--- src/core/dmra_defines.vh ---
//Contract
// - Four pages of four 8-bit special registers exist.
// - Mode set commands enable the mode and pick the page; enable is bit 2.
// - In the mode every read is served from the selected special register; the core drops a read that arrives before the previous burst has ended.
// - Auto precharge on reads and writes is ignored in the mode.
// - Mode registers are returned as upper and lower halves.
// - Page 0 powers up as 55, 33, 0F, 00 in register order.
// - Only page 0 is writable; written values hold until reset.
// - Page 1 returns the logged parity and CRC error frame when parity is on.
// - Page 2 returns mode register contents; page 3 is reserved.
// - Page 0 reads serial, parallel or staggered; other pages serial only.
// - Serial readout drives the same bit sequence on every lane.
// - Parallel readout repeats location 0 in every UI; other locations forbidden.
`ifndef DMRA_DEFINES_VH
`define DMRA_DEFINES_VH
`define DMRA_MR_W 14
`define DMRA_MR_SPR 3
`define DMRA_MR_BL 0
`define DMRA_MR_PAR 5
`define DMRA_SPR_EN_BIT 2
`define DMRA_PAGE_LSB 0
`define DMRA_FMT_LSB 11
`define DMRA_FGR_LSB 6
`define DMRA_DBI_RD_BIT 12
`define DMRA_AP_BIT 10
`define DMRA_FMT_SERIAL 2'h0
`define DMRA_FMT_PARALLEL 2'h1
`define DMRA_FMT_STAGGER 2'h2
`define DMRA_BL_BC4 2'h2
`define DMRA_TP0_RST 8'h55
`define DMRA_TP1_RST 8'h33
`define DMRA_TP2_RST 8'h0F
`define DMRA_TP3_RST 8'h00
`define DMRA_CMD_ACT 3'h1
`define DMRA_CMD_PRE 3'h2
`define DMRA_CMD_REF 3'h3
`define DMRA_CMD_RD 3'h4
`define DMRA_CMD_WR 3'h5
`define DMRA_ERR_CMD 0
`define DMRA_ERR_PWR 1
`define DMRA_ERR_REFRATE 2
`define DMRA_ERR_TRFC 3
`define DMRA_ERR_REFBUSY 4
`define DMRA_ERR_DBI 5
`define DMRA_ERR_OPEN 6
`define DMRA_ERR_RDADDR 7
`define DMRA_T_RFC_NS 260
`define DMRA_CLK_NS 10
`define DMRA_T_RFC_CYC ((`DMRA_T_RFC_NS + `DMRA_CLK_NS - 1) / `DMRA_CLK_NS)
`endif

--- src/core/dmra_sync.v ---
`timescale 1ns/100ps
module dmra_sync #(
  parameter WIDTH = 1
) (
  input wire clk,
  input wire srst,
  input wire [WIDTH-1:0] d,
  output reg [WIDTH-1:0] q
);
  reg [WIDTH-1:0] meta;

  always @(posedge clk) begin
    if (srst) begin
      meta <= {WIDTH{1'b0}};
      q <= {WIDTH{1'b0}};
    end else begin
      meta <= d;
      q <= meta;
    end
  end
endmodule // dmra_sync

--- src/core/dmra_page0_mem.v ---
`timescale 1ns/100ps
`include "dmra_defines.vh"
module dmra_page0_mem (
  input wire clk,
  input wire srst,
  input wire we,
  input wire [1:0] waddr,
  input wire [7:0] wdata,
  output reg [31:0] q
);
  // Reset doubles as re-initialisation of the training patterns
  always @(posedge clk) begin
    if (srst) begin
      q <= {`DMRA_TP3_RST, `DMRA_TP2_RST, `DMRA_TP1_RST, `DMRA_TP0_RST};
    end else if (we) begin
      case (waddr)
        2'h0: q[7:0] <= wdata;
        2'h1: q[15:8] <= wdata;
        2'h2: q[23:16] <= wdata;
        default: q[31:24] <= wdata;
      endcase
    end
  end
endmodule // dmra_page0_mem

--- src/core/dmra_core.v ---
`timescale 1ns/100ps
`include "dmra_defines.vh"
module dmra_core #(
  parameter DQW = 16,
  parameter READ_LAT = 4,
  parameter TRFC_CYC = `DMRA_T_RFC_CYC
) (
  input wire clk,
  input wire srst,
  input wire ck,
  input wire cke,
  input wire cs_n,
  input wire act_n,
  input wire ras_n,
  input wire cas_n,
  input wire we_n,
  input wire [1:0] bg,
  input wire [1:0] ba,
  input wire [17:0] addr,
  input wire [31:0] err_frame,
  output wire [DQW-1:0] dq_in_unused_n,
  output reg [DQW-1:0] dq_out,
  output reg dq_oe,
  output reg array_cmd_valid,
  output reg [2:0] array_cmd,
  output reg [3:0] array_bank,
  output reg [17:0] array_addr,
  output reg array_ap,
  output wire spr_mode,
  output wire [1:0] spr_page,
  output reg [7:0] proto_err
);
  localparam ST_IDLE = 3'b001;
  localparam ST_WAIT = 3'b010;
  localparam ST_BURST = 3'b100;

  // Byte of a page at a location; page 2 splits a mode register in halves
  // four four-byte pages
  function [7:0] page_byte;
    input [1:0] page;
    input [1:0] loc;
    input [31:0] p0;
    input [31:0] p1;
    input [`DMRA_MR_W-1:0] mrv;
    reg [31:0] src;
    begin
      src = 32'h0000_0000;
      case (page)
        2'h0: src = p0;
        2'h1: src = p1;
        2'h2: src = {16'h0000, 2'h0, mrv[13:8], mrv[7:0]};
        default: src = 32'h0000_0000;
      endcase
      case (loc)
        2'h0: page_byte = src[7:0];
        2'h1: page_byte = src[15:8];
        2'h2: page_byte = src[23:16];
        default: page_byte = src[31:24];
      endcase
    end
  endfunction

  wire [28:0] pin_s;
  wire ck_s;
  wire cke_s;
  wire cs_n_s;
  wire act_n_s;
  wire [2:0] rcw_s;
  wire [1:0] bg_s;
  wire [1:0] ba_s;
  wire [17:0] addr_s;

  dmra_sync #(.WIDTH(29)) u_pin_sync (
    .clk(clk),
    .srst(srst),
    .d({ck, cke, cs_n, act_n, ras_n, cas_n, we_n, bg, ba, addr}),
    .q(pin_s)
  );

  assign ck_s = pin_s[28];
  assign cke_s = pin_s[27];
  assign cs_n_s = pin_s[26];
  assign act_n_s = pin_s[25];
  assign rcw_s = pin_s[24:22];
  assign bg_s = pin_s[21:20];
  assign ba_s = pin_s[19:18];
  assign addr_s = pin_s[17:0];
  assign dq_in_unused_n = {DQW{1'b0}};

  reg ck_d;
  wire ck_rise;
  always @(posedge clk) begin
    if (srst) begin
      ck_d <= 1'b0;
    end else begin
      ck_d <= ck_s;
    end
  end
  assign ck_rise = ck_s & ~ck_d;

  wire sel = ck_rise & ~cs_n_s;
  wire is_act = sel & ~act_n_s;
  wire is_oth = sel & act_n_s;
  wire is_mrs = is_oth & (rcw_s == 3'b000);
  wire is_ref = is_oth & (rcw_s == 3'b001);
  wire is_pre = is_oth & (rcw_s == 3'b010);
  wire is_wr = is_oth & (rcw_s == 3'b100);
  wire is_rd = is_oth & (rcw_s == 3'b101);
  wire is_zq = is_oth & (rcw_s == 3'b110);

  reg [`DMRA_MR_W-1:0] mr [0:7];
  wire [2:0] mr_idx = {bg_s[0], ba_s};
  integer k;

  // mode set commands load mode registers
  always @(posedge clk) begin
    if (srst) begin
      for (k = 0; k < 8; k = k + 1) begin
        mr[k] <= {`DMRA_MR_W{1'b0}};
      end
    end else if (is_mrs) begin
      mr[mr_idx] <= addr_s[`DMRA_MR_W-1:0];
    end
  end

  wire [`DMRA_MR_W-1:0] mr_spr = mr[`DMRA_MR_SPR];
  assign spr_mode = mr_spr[`DMRA_SPR_EN_BIT];
  assign spr_page = mr_spr[`DMRA_PAGE_LSB+1:`DMRA_PAGE_LSB];
  wire [1:0] spr_fmt = mr_spr[`DMRA_FMT_LSB+1:`DMRA_FMT_LSB];
  wire [2:0] fgr_mode = mr_spr[`DMRA_FGR_LSB+2:`DMRA_FGR_LSB];
  wire [`DMRA_MR_W-1:0] mr_par = mr[`DMRA_MR_PAR];
  wire par_on = |mr_par[2:0];
  wire dbi_rd_on = mr_par[`DMRA_DBI_RD_BIT];
  wire [`DMRA_MR_W-1:0] mr_bl = mr[`DMRA_MR_BL];

  wire [31:0] p0_q;
  // writes land on page 0 only
  wire p0_we = is_wr & spr_mode & (spr_page == 2'h0);

  dmra_page0_mem u_page0 (
    .clk(clk),
    .srst(srst),
    .we(p0_we),
    .waddr(ba_s),
    .wdata(addr_s[7:0]),
    .q(p0_q)
  );

  // error frame only while parity checking is on
  wire [31:0] p1_q = par_on ? err_frame : 32'h0000_0000;

  reg [2:0] state;
  reg [1:0] rd_page;
  reg [1:0] rd_loc;
  reg [1:0] rd_fmt;
  reg [2:0] rd_mrsel;
  reg rd_bc4;
  reg [7:0] lat_cnt;
  reg [2:0] ui_cnt;
  wire [`DMRA_MR_W-1:0] rd_mrv = mr[rd_mrsel];
  wire [2:0] ui_last = rd_bc4 ? 3'h3 : 3'h7;
  wire [2:0] ui_next = (state == ST_WAIT) ? 3'h0 : ui_cnt + 3'h1;
  wire busy = (state != ST_IDLE);
  wire rd_spr = is_rd & spr_mode;

  reg [DQW-1:0] next_dq;
  reg [7:0] lane_byte;
  reg [2:0] lane_sum;
  reg [2:0] lane_bit;
  integer j;

  always @* begin
    next_dq = {DQW{1'b0}};
    lane_byte = 8'h00;
    lane_sum = 3'h0;
    lane_bit = 3'h0;
    for (j = 0; j < DQW; j = j + 1) begin
      lane_sum = {1'b0, rd_loc} + {1'b0, j[3:2]};
      lane_bit = j[2:0];
      case (rd_fmt)
        `DMRA_FMT_PARALLEL: next_dq[j] = p0_q[~lane_bit];
        `DMRA_FMT_STAGGER: begin
          lane_byte = page_byte(2'h0, lane_sum[1:0], p0_q, p1_q, rd_mrv);
          next_dq[j] = lane_byte[~ui_next];
        end
        default: begin
          lane_byte = page_byte(rd_page, rd_loc, p0_q, p1_q, rd_mrv);
          next_dq[j] = lane_byte[~ui_next];
        end
      endcase
    end
  end

  always @(posedge clk) begin
    if (srst) begin
      state <= ST_IDLE;
      rd_page <= 2'h0;
      rd_loc <= 2'h0;
      rd_fmt <= `DMRA_FMT_SERIAL;
      rd_mrsel <= 3'h0;
      rd_bc4 <= 1'b0;
      lat_cnt <= 8'h00;
      ui_cnt <= 3'h0;
      dq_out <= {DQW{1'b0}};
      dq_oe <= 1'b0;
    end else begin
      case (state)
        ST_IDLE: begin
          if (rd_spr) begin
            rd_page <= spr_page;
            rd_loc <= ba_s;
            // only page 0 honours non-serial formats
            rd_fmt <= (spr_page == 2'h0) ? spr_fmt : `DMRA_FMT_SERIAL;
            rd_mrsel <= addr_s[7:5];
            // fixed burst eight or chop four
            rd_bc4 <= (mr_bl[1:0] == `DMRA_BL_BC4);
            lat_cnt <= READ_LAT[7:0] - 8'h01;
            state <= ST_WAIT;
          end
        end
        ST_WAIT: begin
          if (ck_rise) begin
            if (lat_cnt == 8'h00) begin
              ui_cnt <= 3'h0;
              dq_out <= next_dq;
              dq_oe <= 1'b1;
              state <= ST_BURST;
            end else begin
              lat_cnt <= lat_cnt - 8'h01;
            end
          end
        end
        ST_BURST: begin
          if (ck_rise) begin
            if (ui_cnt == ui_last) begin
              dq_out <= {DQW{1'b0}};
              dq_oe <= 1'b0;
              state <= ST_IDLE;
            end else begin
              ui_cnt <= ui_next;
              dq_out <= next_dq;
            end
          end
        end
        default: begin
          dq_oe <= 1'b0;
          state <= ST_IDLE;
        end
      endcase
    end
  end

  // array path when the mode is off; refresh reaches the array in the mode too
  always @(posedge clk) begin
    if (srst) begin
      array_cmd_valid <= 1'b0;
      array_cmd <= 3'h0;
      array_bank <= 4'h0;
      array_addr <= 18'h00000;
      array_ap <= 1'b0;
    end else begin
      array_cmd_valid <= 1'b0;
      if (is_ref | (~spr_mode & (is_act | is_pre | is_rd | is_wr))) begin
        array_cmd_valid <= 1'b1;
        array_bank <= {bg_s, ba_s};
        array_addr <= addr_s;
        // auto precharge never reaches the array in the mode
        array_ap <= addr_s[`DMRA_AP_BIT] & ~spr_mode;
        if (is_act) begin
          array_cmd <= `DMRA_CMD_ACT;
        end else if (is_pre) begin
          array_cmd <= `DMRA_CMD_PRE;
        end else if (is_ref) begin
          array_cmd <= `DMRA_CMD_REF;
        end else if (is_rd) begin
          array_cmd <= `DMRA_CMD_RD;
        end else begin
          array_cmd <= `DMRA_CMD_WR;
        end
      end
    end
  end

  // Open-bank tracking and refresh window for misuse reporting
  reg [15:0] open_bank;
  reg [15:0] trfc_cnt;
  wire [15:0] bank_bit = 16'h0001 << {bg_s, ba_s};
  always @(posedge clk) begin
    if (srst) begin
      open_bank <= 16'h0000;
      trfc_cnt <= 16'h0000;
    end else begin
      if (is_act) begin
        open_bank <= open_bank | bank_bit;
      end else if (is_pre) begin
        open_bank <= addr_s[`DMRA_AP_BIT] ? 16'h0000 : (open_bank & ~bank_bit);
      end else if ((is_rd | is_wr) & ~spr_mode & addr_s[`DMRA_AP_BIT]) begin
        open_bank <= open_bank & ~bank_bit;
      end
      if (is_ref) begin
        trfc_cnt <= TRFC_CYC[15:0];
      end else if (trfc_cnt != 16'h0000) begin
        trfc_cnt <= trfc_cnt - 16'h0001;
      end
    end
  end

  always @(posedge clk) begin
    if (srst) begin
      proto_err <= 8'h00;
    end else begin
      proto_err <= 8'h00;
      proto_err[`DMRA_ERR_CMD] <= spr_mode & (is_act | is_pre | is_zq);
      proto_err[`DMRA_ERR_PWR] <= spr_mode & ck_rise & ~cke_s;
      proto_err[`DMRA_ERR_REFRATE] <= spr_mode & is_ref & (fgr_mode != 3'h0);
      proto_err[`DMRA_ERR_TRFC] <= sel & ~is_ref & (trfc_cnt != 16'h0000);
      proto_err[`DMRA_ERR_REFBUSY] <= is_ref & busy;
      proto_err[`DMRA_ERR_DBI] <= rd_spr & dbi_rd_on;
      // banks idle before the mode change
      proto_err[`DMRA_ERR_OPEN] <= is_mrs & (mr_idx == 3'h3) & (open_bank != 16'h0000);
      proto_err[`DMRA_ERR_RDADDR] <= rd_spr & (((addr_s[2:0] != 3'h0) & (addr_s[2:0] != 3'h4))
        | ((spr_page == 2'h0) & (spr_fmt == `DMRA_FMT_PARALLEL) & (ba_s != 2'h0)));
    end
  end
endmodule // dmra_core

--- config.mk ---
export PLATFORM = sky130hd
export DESIGN_NAME = dmra_core
export DESIGN_NICKNAME = d
export VERILOG_FILES = /design/src/core/dmra_sync.v /design/src/core/dmra_page0_mem.v /design/src/core/dmra_core.v
export VERILOG_INCLUDE_DIRS = /design/src /design/src/core
export SDC_FILE = /design/constraint.sdc
export NUM_CORES = 1
export LEC_CHECK = 0
export ABC_AREA = 0
export ABC_CLOCK_PERIOD_IN_PS = 5300
export BUFFER_PORTS_ARGS = -buffer_cell sky130_fd_sc_hd__buf_2
export CAP_MARGIN = 30
export CORE_MARGIN = 2
export CORE_UTILIZATION = 64
export DETAILED_ROUTE_END_ITERATION = 8
export PLACE_DENSITY = 0.89
export SETUP_SLACK_MARGIN = 0.5
export SYNTH_ARGS = -nofsm -noshare
export SYNTH_HDL_FRONTEND = slang
export SYNTH_SLANG_ARGS = --single-unit
--- constraint.sdc ---
create_clock -name clk -period 5.3 [get_ports clk]
set_input_delay 1.06 -clock clk [delete_from_list [all_inputs] [get_ports clk]]
set_output_delay 1.06 -clock clk [all_outputs]
set_load 0.03 [all_outputs]
==> metrics.txt <==
run status=finished clean; Hold Path End=proto_err[1]$_SDFF_PP0_; main area contributors after synthesis=sky130_fd_sc_hd__dfxtp_1, sky130_fd_sc_hd__edfxtp_1, sky130_fd_sc_hd__mux4_2; area of the die=23970 um^2; Cells on Worst Hold Path=1; largest net degree at the start of global routing=87; Worst-Skew Late Latency=560 ps; CTS Sinks=314; Worst Max-Slew Pin Slew=1046 ps; count of cell types in the netlist=84; DRC violation count after routing=0; max-cap viol count=0; worst vdd ir=0.0002571 V; multiplexer area fraction after synthesis=11.45%; antenna violations before repair=0; number of buffers created by CTS=30; cell count after synthesis=1361; setup repair after global routing missed its margin=no; number of routed nets with antenna violations=0; mapped cell area=14560 um^2; final clock skew=23.84 ps; Pwr Density=331.6 nW/um^2; routability-driven placement congestion ratio=0.9526; die width=154.8 um; sequential cell fraction of total power=50.1%; Seq/Total Area, Yosys=50.87%; Final Critical Period=3366 ps; signal arrival time at the worst endpoint=3840 ps; aggregate negative setup slack=0 ps; Storage cell area=7410 um^2; top_reg_cell synth=sky130_fd_sc_hd__dfxtp_1; via count normalized by instance count=6.574; cell count of the worst reg-to-reg path=7; Initial DRC Count=1555; reg2reg setup slack=1930 ps; Leakage Power=0.006250 uW; power share of the combinational group=8.5%; vias after detailed routing=11.39k; boundary pin count=134; final worst path period share=63.51%; post-synthesis share of cell area spent on and, or, nand and nor gates=20.94%; combined global-route utilization of all metal layers=32.46%; worst-path maximum fanout=16; asr flop ratio synth=0%; share of the synthesized area in the top cell type=27.77%; top achievable clock speed=0.2971 GHz; Filler cells=1453; effective utilization at floorplan=64.70%; DRT Wirelength=39470 um; XOR/XNOR Fraction of Synth Area=1.203%; number of hold-repair buffers added at the cts stage=0; switching share of total power=23.67%; layout net count=1491; number of buffers on the longest clock path=3; post-synthesis cell type with the largest combined area=sky130_fd_sc_hd__dfxtp_1; setup fix buffers added after clock tree synthesis=0; multi-input gate area in the final layout=6575 um^2; kind of launch point of the worst setup path=flop; final hold violations=0; mean instance size in the synthesized netlist=10.70 um^2; total of cells resized after clock tree synthesis=0; R2R Path Start=rd_page[0]$_SDFFE_PP0P_; area growth from synthesis to final layout=11.19%; Port Buf Inserts=117; CTS tree=yes; Reg2Reg Capture Point=dq_out[3]$_SDFFE_PP0P_; vertical die dimension=154.8 um; Net Switching=1270 uW; global route total overflow=0; CTS clock-pin slew for the worst setup and hold paths=60 ps; CTS root buffer=sky130_fd_sc_hd__clkbuf_16; vias in the first global route=10.68k; cell-internal power=4098 uW; post-synthesis compound-gate area fraction=10.60%; clock power share=41.4%; adder-cell share of the synthesized area=0.5156%; Floorplan Core Area=22500 um^2; crit path kind=reg -> reg; Synth warnings=0; combinational family with the most area after synthesis=simple AND/OR/NAND/NOR gates; global-route wire length before repair=60650 um; class of the tightest hold or removal check=reg -> reg; Synth Register Bits=314; Crit. End Element=flop; H-tree level count=1; setup-violating endpoint count in the final report=0; site row count=55; total power=5368 uW; hold_sp=u_pin_sync.q[27]$_SDFF_PP0_; worst endpoint required time=5770 ps; wire length per cell after detailed routing=22.79 um; Max Transition Viols Final=0; headroom to the max-slew limit=30.15%; detailed-router iteration count before antenna repair=7; HPWL Detailed=26640 um; fraction of layout cells with a size suffix above 1=19.92%; number of enable-type register cells in the synthesized netlist=112
## synth_stat cells (all sizes together), types with 11 or more instances
cell type and instances:
nor3 28, edfxtp 112, a211oi 22, buf 53, nor2b 71, dfxtp 202, and2 120, mux2 23
o21ai 17, or2 12, mux2i 44, a221oi 17, nand2 112, inv 17, nor2 93, xnor2 14
a21oi 80, clkbuf 63, a221o 11, nand2b 13, nand3 46, mux4 43
## layer usage
metal	global-route usage (%)	up-vias	part of all wire, %
li1	-	5001	-
met1	45.14	5433	38
met2	50.30	830	46
met3	6.949	123	13
met4	12.70	0	3.7
met5	0	-	0
## metrics by stage
| step | hold slack, ps | cells | cell area (um^2) | util (%) | worst slack [ps] |
|---|---|---|---|---|---|
| after floorplan | 376.3 | 1376 | 14620 | - | 2810 |
| after global placement | 394.8 | 1671 | 15060 | 66.93 | 2020 |
| after detailed placement | 407.5 | 1673 | 15080 | 67.03 | 1896 |
| after CTS | 418.4 | 1729 | 16150 | 71.78 | 1857 |
| after global routing | 432.3 | 1731 | 16190 | 71.93 | 1718 |
| final | 413.6 | 1732 | 16190 | 71.94 | 1934 |
## area by class of cell
class | instances | area share [%]
Multi-Input combinational cell | 929 | 40.61
Clock inverter | 12 | 0.6878
Clock buffer | 44 | 5.912
Tap cell | 285 | 2.203
Sequential cell | 314 | 45.77
Antenna cell | 1 | 0.01546
Inverter | 17 | 0.3942
Timing Repair Buffer | 130 | 4.405
## state kept, by name, indices dropped and copies added (netlist names), 2 cells and up, named ones only
signal / count
mr: 112
u_page0.q: 32
u_pin_sync.meta: 29
u_pin_sync.q: 29
array_addr: 18
dq_out: 16
open_bank: 16
trfc_cnt: 16
lat_cnt: 8
proto_err: 8
array_bank: 4
array_cmd: 3
rd_mrsel: 3
state: 3
ui_cnt: 3
rd_fmt: 2
rd_loc: 2
rd_page: 2
## worst max path at each step
stage                     slack [ps]                    start                      end  cells past startpoint
after CTS                       1860                     flop   dq_out[3]$_SDFFE_PP0P_                      8
after global placement          2020                     flop  dq_out[10]$_SDFFE_PP0P_                      8
final                           1930  rd_page[0]$_SDFFE_PP0P_   dq_out[3]$_SDFFE_PP0P_                      7
after detailed placement        1900                     flop   dq_out[3]$_SDFFE_PP0P_                      8
after global routing            1720  rd_page[0]$_SDFFE_PP0P_  dq_out[10]$_SDFFE_PP0P_                      7
after floorplan                 2810                     srst   mr[1][0]$_SDFFCE_PN0P_                      4
## worst max-delay path, stage by stage, from the launching register on
cell,delay [ps]
sky130_fd_sc_hd__dfxtp_1,600
sky130_fd_sc_hd__nor2b_1,720
sky130_fd_sc_hd__and2_1,580
sky130_fd_sc_hd__a221o_1,240
sky130_fd_sc_hd__a211oi_1,80
sky130_fd_sc_hd__o311ai_1,380
sky130_fd_sc_hd__o2111ai_2,440
sky130_fd_sc_hd__nand3_1,260
## layout by cell type, fill, tap and decap left out, types with 7 or more instances in the layout
| master | count |
|---|---|
| sky130_fd_sc_hd__mux2i_1 | 44 |
| sky130_fd_sc_hd__inv_1 | 18 |
| sky130_fd_sc_hd__o21ai_0 | 16 |
| sky130_fd_sc_hd__nor2_1 | 91 |
| sky130_fd_sc_hd__a32oi_1 | 9 |
| sky130_fd_sc_hd__mux4_2 | 43 |
| sky130_fd_sc_hd__mux2_2 | 23 |
| sky130_fd_sc_hd__dfxtp_1 | 200 |
| sky130_fd_sc_hd__conb_1 | 16 |
| sky130_fd_sc_hd__nor2b_1 | 71 |
| sky130_fd_sc_hd__buf_4 | 11 |
| sky130_fd_sc_hd__a21oi_1 | 79 |
| sky130_fd_sc_hd__a22oi_1 | 7 |
| sky130_fd_sc_hd__xnor2_1 | 14 |
| sky130_fd_sc_hd__nor3_1 | 28 |
| sky130_fd_sc_hd__a221oi_1 | 17 |
| sky130_fd_sc_hd__nand3_1 | 46 |
| sky130_fd_sc_hd__a211oi_1 | 21 |
| sky130_fd_sc_hd__clkbuf_8 | 9 |
| sky130_fd_sc_hd__and2_1 | 120 |
| sky130_fd_sc_hd__a221o_1 | 11 |
| sky130_fd_sc_hd__nand3b_1 | 8 |
| sky130_fd_sc_hd__buf_2 | 116 |
| sky130_fd_sc_hd__edfxtp_1 | 112 |
| sky130_fd_sc_hd__nand2_1 | 111 |
| sky130_fd_sc_hd__or2_2 | 11 |
| sky130_fd_sc_hd__and3_1 | 10 |
| sky130_fd_sc_hd__nand2b_1 | 13 |
| sky130_fd_sc_hd__clkbuf_16 | 33 |
## power by group through the flow
stage	sequential (uW)	combinational, uW	clock, uW
finish	2690	456	2220
floorplan	2690	376	0
detailed placement	2730	440	0
CTS	2680	446	2220
global route	2700	500	2320
global placement	2730	420	0
## kinds of logic after synthesis
family          Yosys count
simple gates            556
flops                   314
compound gates          221
buf+inv                 133
mux                     110
xor+xnor                 20
fa+ha+maj                 6
other cells               1
Note: power is estimated with default switching activity, not from simulation.
